--- src/hw/dcss_pkg.sv ---
// How it works
// - counter-clockwise from terminal, serial, their AND or OR per mode 0..3
// - mode 0: setup or preset number is terminal bit pair plus one
// - mode 1: setup or preset number is serial bit pair plus one
// - mode 2: number is bitwise AND of both pairs plus one
// - mode 3: number is bitwise OR of both pairs plus one
// - setup and preset choices share the logic but keep separate modes
// - setup and preset source modes reset to logic OR, mode 3
// - direction source mode resets to terminal only, mode 0
package dcss_pkg;

  // source mode codes, as the operator selects them
  typedef enum logic [1:0]
  {
    DCSS_SRC_TERMINAL = 2'h0,
    DCSS_SRC_SERIAL   = 2'h1,
    DCSS_SRC_AND      = 2'h2,
    DCSS_SRC_OR       = 2'h3
  } dcss_src_mode_type;

  localparam int unsigned DCSS_MODE_W    = 2;
  localparam int unsigned DCSS_SEL_W     = 2;
  localparam int unsigned DCSS_NUM_W     = 3;
  localparam int unsigned DCSS_SYNC_LEN  = 3;
  localparam int unsigned DCSS_PIN_COUNT = 5;

  // values after reset
  localparam dcss_src_mode_type DCSS_DIR_MODE_RST    = DCSS_SRC_TERMINAL;
  localparam dcss_src_mode_type DCSS_SETUP_MODE_RST  = DCSS_SRC_OR;
  localparam dcss_src_mode_type DCSS_PRESET_MODE_RST = DCSS_SRC_OR;
  localparam logic [2:0]        DCSS_NUM_RST         = 3'h1;
  localparam logic [2:0]        DCSS_NUM_OFFSET      = 3'h1;
  localparam logic              DCSS_PIN_RST         = 1'h0;
  localparam logic              DCSS_CCW_RST         = 1'h0;

  // positions of the pin bits in the synchroniser bank
  localparam int unsigned DCSS_PIN_REV       = 0;
  localparam int unsigned DCSS_PIN_SETUP_LSB = 1;
  localparam int unsigned DCSS_PIN_SETUP_MSB = 2;
  localparam int unsigned DCSS_PIN_PRE_LSB   = 3;
  localparam int unsigned DCSS_PIN_PRE_MSB   = 4;

endpackage

--- src/hw/dcss_combine.sv ---
`timescale 1ns/1ps
`default_nettype none

// combines a terminal field with a serial field under one source mode
module dcss_combine
  import dcss_pkg::*;
#(
  parameter int unsigned WIDTH = 2
)
(
  input  wire logic [1:0]       mode,
  input  wire logic [WIDTH-1:0] term_bits,
  input  wire logic [WIDTH-1:0] serial_bits,
  output logic      [WIDTH-1:0] result
);

  // pure selection; the caller registers the result
  always_comb
  begin
    unique case (dcss_src_mode_type'(mode))
      DCSS_SRC_TERMINAL: result = term_bits;
      DCSS_SRC_SERIAL:   result = serial_bits;
      DCSS_SRC_AND:      result = term_bits & serial_bits;
      DCSS_SRC_OR:       result = term_bits | serial_bits;
    endcase
  end

endmodule
`default_nettype wire

--- src/hw/dcss_top.sv ---
`timescale 1ns/1ps
`default_nettype none

// selects direction, active setup and preset reference from terminals
// and serial control word bits
// a terminal change reaches the outputs four clocks after it is first
// sampled; a serial bit or a mode change one clock after it is taken
module dcss_top
  import dcss_pkg::*;
(
  input  wire logic       core_clk,
  input  wire logic       srst,
  // digital input terminals, asynchronous to core_clk
  input  wire logic       reverse_terminal_input,
  input  wire logic       setup_term_msb,
  input  wire logic       setup_term_lsb,
  input  wire logic       preset_term_msb,
  input  wire logic       preset_term_lsb,
  // control word bits, already in the core_clk domain
  input  wire logic       serial_reverse,
  input  wire logic       serial_setup_msb,
  input  wire logic       serial_setup_lsb,
  input  wire logic       serial_preset_msb,
  input  wire logic       serial_preset_lsb,
  // source mode settings, loaded on their write strobe
  input  wire logic       direction_mode_wr,
  input  wire logic [1:0] direction_mode_wdata,
  input  wire logic       setup_mode_wr,
  input  wire logic [1:0] setup_mode_wdata,
  input  wire logic       preset_mode_wr,
  input  wire logic [1:0] preset_mode_wdata,
  // results
  output logic            counter_clockwise_q,
  output logic      [2:0] setup_number_q,
  output logic      [2:0] preset_ref_number_q,
  // current settings, for read-back
  output logic      [1:0] direction_source_mode_q,
  output logic      [1:0] setup_source_mode_q,
  output logic      [1:0] preset_ref_source_mode_q
);

  ////////////////////////////////////////////////////////////////////////////
  // terminal synchronisers

  // three sampling stages per pin and the filtered level that selection reads
  logic [DCSS_PIN_COUNT-1:0] pin_raw;
  logic [DCSS_PIN_COUNT-1:0] sync1_q;
  logic [DCSS_PIN_COUNT-1:0] sync1_d;
  logic [DCSS_PIN_COUNT-1:0] sync2_q;
  logic [DCSS_PIN_COUNT-1:0] sync2_d;
  logic [DCSS_PIN_COUNT-1:0] sync3_q;
  logic [DCSS_PIN_COUNT-1:0] sync3_d;
  logic [DCSS_PIN_COUNT-1:0] pin_q;
  logic [DCSS_PIN_COUNT-1:0] pin_d;

  // gather the pins into one bank so the chain is written once
  always_comb
  begin
    pin_raw                     = '0;
    pin_raw[DCSS_PIN_REV]       = reverse_terminal_input;
    pin_raw[DCSS_PIN_SETUP_LSB] = setup_term_lsb;
    pin_raw[DCSS_PIN_SETUP_MSB] = setup_term_msb;
    pin_raw[DCSS_PIN_PRE_LSB]   = preset_term_lsb;
    pin_raw[DCSS_PIN_PRE_MSB]   = preset_term_msb;
  end

  // the first stage feeds only the second; a pin counts as changed once
  // stages two and three agree, which rejects a one-cycle glitch
  always_comb
  begin
    sync1_d = pin_raw;
    sync2_d = sync1_q;
    sync3_d = sync2_q;
    pin_d   = pin_q;
    for (int i = 0; i < DCSS_PIN_COUNT; i++)
    begin
      if (sync2_q[i] == sync3_q[i])
      begin
        pin_d[i] = sync3_q[i];
      end
    end
  end

  // all stages clear on reset, so a pin reads low until seen again
  always_ff @(posedge core_clk)
  begin
    if (srst)
    begin
      sync1_q <= {DCSS_PIN_COUNT{DCSS_PIN_RST}};
      sync2_q <= {DCSS_PIN_COUNT{DCSS_PIN_RST}};
      sync3_q <= {DCSS_PIN_COUNT{DCSS_PIN_RST}};
      pin_q   <= {DCSS_PIN_COUNT{DCSS_PIN_RST}};
    end
    else
    begin
      sync1_q <= sync1_d;
      sync2_q <= sync2_d;
      sync3_q <= sync3_d;
      pin_q   <= pin_d;
    end
  end

  ////////////////////////////////////////////////////////////////////////////
  // source mode settings

  logic [1:0] dir_mode_d;
  logic [1:0] setup_mode_d;
  logic [1:0] preset_mode_d;

  // a strobe takes its data on the same edge; without it the setting
  // holds, whatever the data port shows
  // each selection keeps its own mode so setup and preset can differ
  always_comb
  begin
    dir_mode_d    = direction_source_mode_q;
    setup_mode_d  = setup_source_mode_q;
    preset_mode_d = preset_ref_source_mode_q;
    if (direction_mode_wr)
    begin
      dir_mode_d = direction_mode_wdata;
    end
    if (setup_mode_wr)
    begin
      setup_mode_d = setup_mode_wdata;
    end
    if (preset_mode_wr)
    begin
      preset_mode_d = preset_mode_wdata;
    end
  end

  // reset restores the factory choice of each mode
  always_ff @(posedge core_clk)
  begin
    if (srst)
    begin
      direction_source_mode_q  <= DCSS_DIR_MODE_RST;
      setup_source_mode_q      <= DCSS_SETUP_MODE_RST;
      preset_ref_source_mode_q <= DCSS_PRESET_MODE_RST;
    end
    else
    begin
      direction_source_mode_q  <= dir_mode_d;
      setup_source_mode_q      <= setup_mode_d;
      preset_ref_source_mode_q <= preset_mode_d;
    end
  end

  ////////////////////////////////////////////////////////////////////////////
  // selection

  logic [0:0] dir_sel;
  logic [1:0] setup_sel;
  logic [1:0] preset_sel;

  // combiners see flip-flop outputs and the serial input ports, so the result registers close
  // the path within one cycle at full clock rate
  // direction is a one-bit field through the same combiner
  dcss_combine #(
    .WIDTH (1)
  ) u_dir (
    .mode        (direction_source_mode_q),
    .term_bits   (pin_q[DCSS_PIN_REV]),
    .serial_bits (serial_reverse),
    .result      (dir_sel)
  );

  // setup and preset use identical logic, one instance each
  dcss_combine #(
    .WIDTH (DCSS_SEL_W)
  ) u_setup (
    .mode        (setup_source_mode_q),
    .term_bits   ({pin_q[DCSS_PIN_SETUP_MSB], pin_q[DCSS_PIN_SETUP_LSB]}),
    .serial_bits ({serial_setup_msb, serial_setup_lsb}),
    .result      (setup_sel)
  );

  dcss_combine #(
    .WIDTH (DCSS_SEL_W)
  ) u_preset (
    .mode        (preset_ref_source_mode_q),
    .term_bits   ({pin_q[DCSS_PIN_PRE_MSB], pin_q[DCSS_PIN_PRE_LSB]}),
    .serial_bits ({serial_preset_msb, serial_preset_lsb}),
    .result      (preset_sel)
  );

  ////////////////////////////////////////////////////////////////////////////
  // result registers

  logic       ccw_d;
  logic [2:0] setup_num_d;
  logic [2:0] preset_num_d;

  // numbers run 1..4, so the two-bit pick is widened before adding one;
  // results refresh every clock, no hold or debounce beyond the pins
  always_comb
  begin
    ccw_d        = dir_sel[0];
    setup_num_d  = {1'b0, setup_sel} + DCSS_NUM_OFFSET;
    preset_num_d = {1'b0, preset_sel} + DCSS_NUM_OFFSET;
  end

  // every result output comes straight from this register bank
  always_ff @(posedge core_clk)
  begin
    if (srst)
    begin
      counter_clockwise_q <= DCSS_CCW_RST;
      setup_number_q      <= DCSS_NUM_RST;
      preset_ref_number_q <= DCSS_NUM_RST;
    end
    else
    begin
      counter_clockwise_q <= ccw_d;
      setup_number_q      <= setup_num_d;
      preset_ref_number_q <= preset_num_d;
    end
  end

endmodule
`default_nettype wire

--- config.mk ---
export PLATFORM = sky130hd
export DESIGN_NAME = dcss_top
export DESIGN_NICKNAME = d
export VERILOG_FILES = /design/src/hw/dcss_pkg.sv /design/src/hw/dcss_combine.sv /design/src/hw/dcss_top.sv
export SDC_FILE = /design/constraint.sdc
export NUM_CORES = 1
export LEC_CHECK = 0
export BUFFER_PORTS_ARGS = -buffer_cell sky130_fd_sc_hd__buf_2
export CORE_MARGIN = 2
export CORE_UTILIZATION = 25
export DETAILED_ROUTE_END_ITERATION = 6
export PLACE_DENSITY_LB_ADDON = 0.1
export SLEW_MARGIN = 5
export SYNTH_ARGS = -nofsm -noshare
export SYNTH_HDL_FRONTEND = slang
export SYNTH_HIERARCHICAL = 1
export SYNTH_SLANG_ARGS = --single-unit
--- constraint.sdc ---
create_clock -name core_clk -period 2.3 [get_ports core_clk]
set_input_delay 0.345 -clock core_clk [delete_from_list [all_inputs] [get_ports core_clk]]
set_output_delay 0.345 -clock core_clk [all_outputs]
set_load 0.02 [all_outputs]
==> results by group <==
Clock network
  • CTS tree: built
  • Root buf cell: clkbuf_8
  • Later-pin clock latency in the skew report: 280 ps
  • CTS Sinks: 33
  • Number of buffers created by CTS: 5
  • CTS max path bufs: 2
  • Htree depth: 2
  • Clk slew on worst S/H paths: 70 ps
  • CTS Hold Bufs: 0
  • Post-CTS Setup Inserts: 0
  • CTS resizes: 0

Timing
  • Max Freq: 777 MHz
  • Slew at the pin closest to its max-slew limit: 566 ps
  • Endpoints failing setup: 0
  • Relative slew slack: 62.2%
  • Fin worst setup slack: 1010 ps
  • Worst Clk Skew: 5.50 ps
  • WHS: 273 ps
  • Tmin final: 1290 ps
  • RSZ-0062 raised after global routing: no
  • Final worst-path cycle share: 55.9%
  • Final setup TNS: 0 ps
  • Final Slew Violations: 0
  • Final Hold Vio Count: 0

Die
  • FP Rows: 24
  • # IOs: 34
  • Initial Util: 25.9%
  • Chip height: 71.1 µm
  • Die X: 71.1 µm
  • DIE AREA: 0.00506 mm²
  • Core Box Area: 0.00435 mm²

Synthesis
  • Syn_area_per_cell: 11.0 µm²
  • Ys Warns: 6
  • Gate Count Post-Synth: 102
  • Yosys reg bits: 33
  • Ys flop type: dfxtp_1
  • Synth unique cells: 15
  • Area share of the largest cell type after synthesis: 58.7%
  • Net count after synthesis: 125
  • Number of synthesized flops with an enable pin: 0
  • Synth area leader: dfxtp_1
  • Synth top area cells: dfxtp_1 (59%), nor2b_1 (13%), a22o_1 (3.9%), a21o_1 (3.3%), o21bai_1 (3.3%)
  • Synth Cell Area: 0.00113 mm²
  • Post-synthesis async set-or-reset flop share: 0%
  • Seq/Total Area, Yosys: 58.7%

Drt
  • # DRC: 0
  • Detail Route Antenna Nets: 0
  • Vias: 792
  • WL final: 1930 µm
  • First-pass DRT Iterations: 4
  • Routed wire per std cell: 10.1 µm
  • Drt first-iter violations: 16
  • Via/cell ratio: 4.13

Placement
  • DP Area: 0.00133 mm²
  • HPWL after DPL: 1350 µm
  • Placed cells: 184
  • PortBufs: 33
  • Setup WS pre-CTS: 908 ps
  • Final Wtd Congestion: 0.782

Global routing
  • Number of global-route vias before repair: 721
  • Largest net degree at the start of global routing: 34
  • Total track usage: 8.42%
  • Grt ovf: 0
  • Initial antenna violation count: 0
  • First-pass GRT wire length: 3220 µm

Cells and area
  • Fill cells: 446
  • Inserted Diodes: 0
  • Commonest cells after routing, fill and taps aside: dfxtp_1 (33), buf_2 (33), nor2b_1 (24)
  • Share of layout cells above drive strength 1: 28.6%
  • Post-Layout Cell Count: 192
  • P&R area growth vs syn: 25.3%
  • Final Cell Area: 0.00141 mm²
  • Post-layout util: 32.4%
  • Layout Nets: 162

Power and ir drop
  • VDD IR-drop max: 0.301 mV
  • PnR Total Power: 1.11 mW
  • Leakage Power: 0.634 nW
  • PwrDens: 789 mW/mm²

Setup path
  • Critical Path AT: 1430 ps
  • Worst path required time: 2450 ps
  • Critical path class: flop to flop
  • Startpoint types: flop
  • Critical path peak fanout: 6
  • R2R depth: 4
  • Setup crit end kind: flop
  • RR Startpoint: preset_ref_source_mode_q[0]
  • CP startpoint: preset_ref_source_mode_q[0]

Worst hold path
  • Worst min-delay path class: input pin to flop
  • Hold Path Cell Cnt: 2
  • Hold_sp: setup_term_msb

Run status
  • Status: finished clean

Flow run
  • Max Cap Viol: 0
[routing by layer]
metal	up-vias	routed length [µm]	share of wire, %	track usage (%)
met5	-	0	0	0
met4	0	17	0.88	5.66
met3	2	151	7.8	4.42
met2	20	904	47	12.5
met1	350	858	44	9.37
li1	420	-	-	-
[report_power, final]
group          total, mW  switching, mW  internal, mW
Combinational      0.101         0.0513        0.0494
Sequential         0.611         0.0137         0.597
Clock              0.402          0.193         0.209
Total               1.11          0.258         0.856
[registers in the layout (all words and copies together) (netlist names)]
register                  cells
pin_q                         5
sync1_q                       5
sync2_q                       5
sync3_q                       5
preset_ref_number_q           3
setup_number_q                3
direction_source_mode_q       2
preset_ref_source_mode_q      2
setup_source_mode_q           2
counter_clockwise_q           1
[synthesized netlist by cell type, types with 2 or more instances]
| cell type | n |
|---|---|
| dfxtp_1 | 33 |
| nor2b_1 | 24 |
| nor2_1 | 2 |
| a22o_1 | 5 |
| mux2i_1 | 2 |
| nand2_1 | 5 |
| buf_6 | 2 |
| nand2b_1 | 2 |
| o21bai_1 | 5 |
| a21oi_1 | 5 |
| ha_1 | 2 |
| a211o_1 | 4 |
| a21o_1 | 5 |
| o21ai_0 | 5 |
[path summary, 6_finish.rpt]
path | slack [ps] | end
worst max-delay path | 1010 | preset_ref_number_q[1]
worst min-delay path | 270 | sync1_q[2]
worst max register to register | 1010 | preset_ref_number_q[1]
worst min register to register | 430 | sync2_q[0]
[cells by family (layout without fill, tap and decap cells)]
group	Yosys count	after routing	synth area share [%]
AOI/OAI and AO/OA	29	29	18.1
adders and majority gates	2	2	2.22
buffers and inverters	3	41	2.44
DFF	33	33	58.7
muxes	2	2	1.78
and+or+nand+nor	33	33	16.8
[area by class of cell]
class,count,area [µm²],share of cell area (%)
Sequential cell,33,661,46.8
Multi-Input combinational cell,66,438,31.0
Timing Repair Buffer,33,165,11.7
Clock buffer,6,72.6,5.14
Tap cell,52,65.1,4.61
Clock inverter,2,10.0,0.709
[worst max-delay path, stage by stage (launching register included)]
cell	delay [ps]
dfxtp_1	410
o21bai_1	100
a22o_1	250
ha_1	280
nor2b_1	120
No activity file was read; power rests on OpenSTA's default activity.
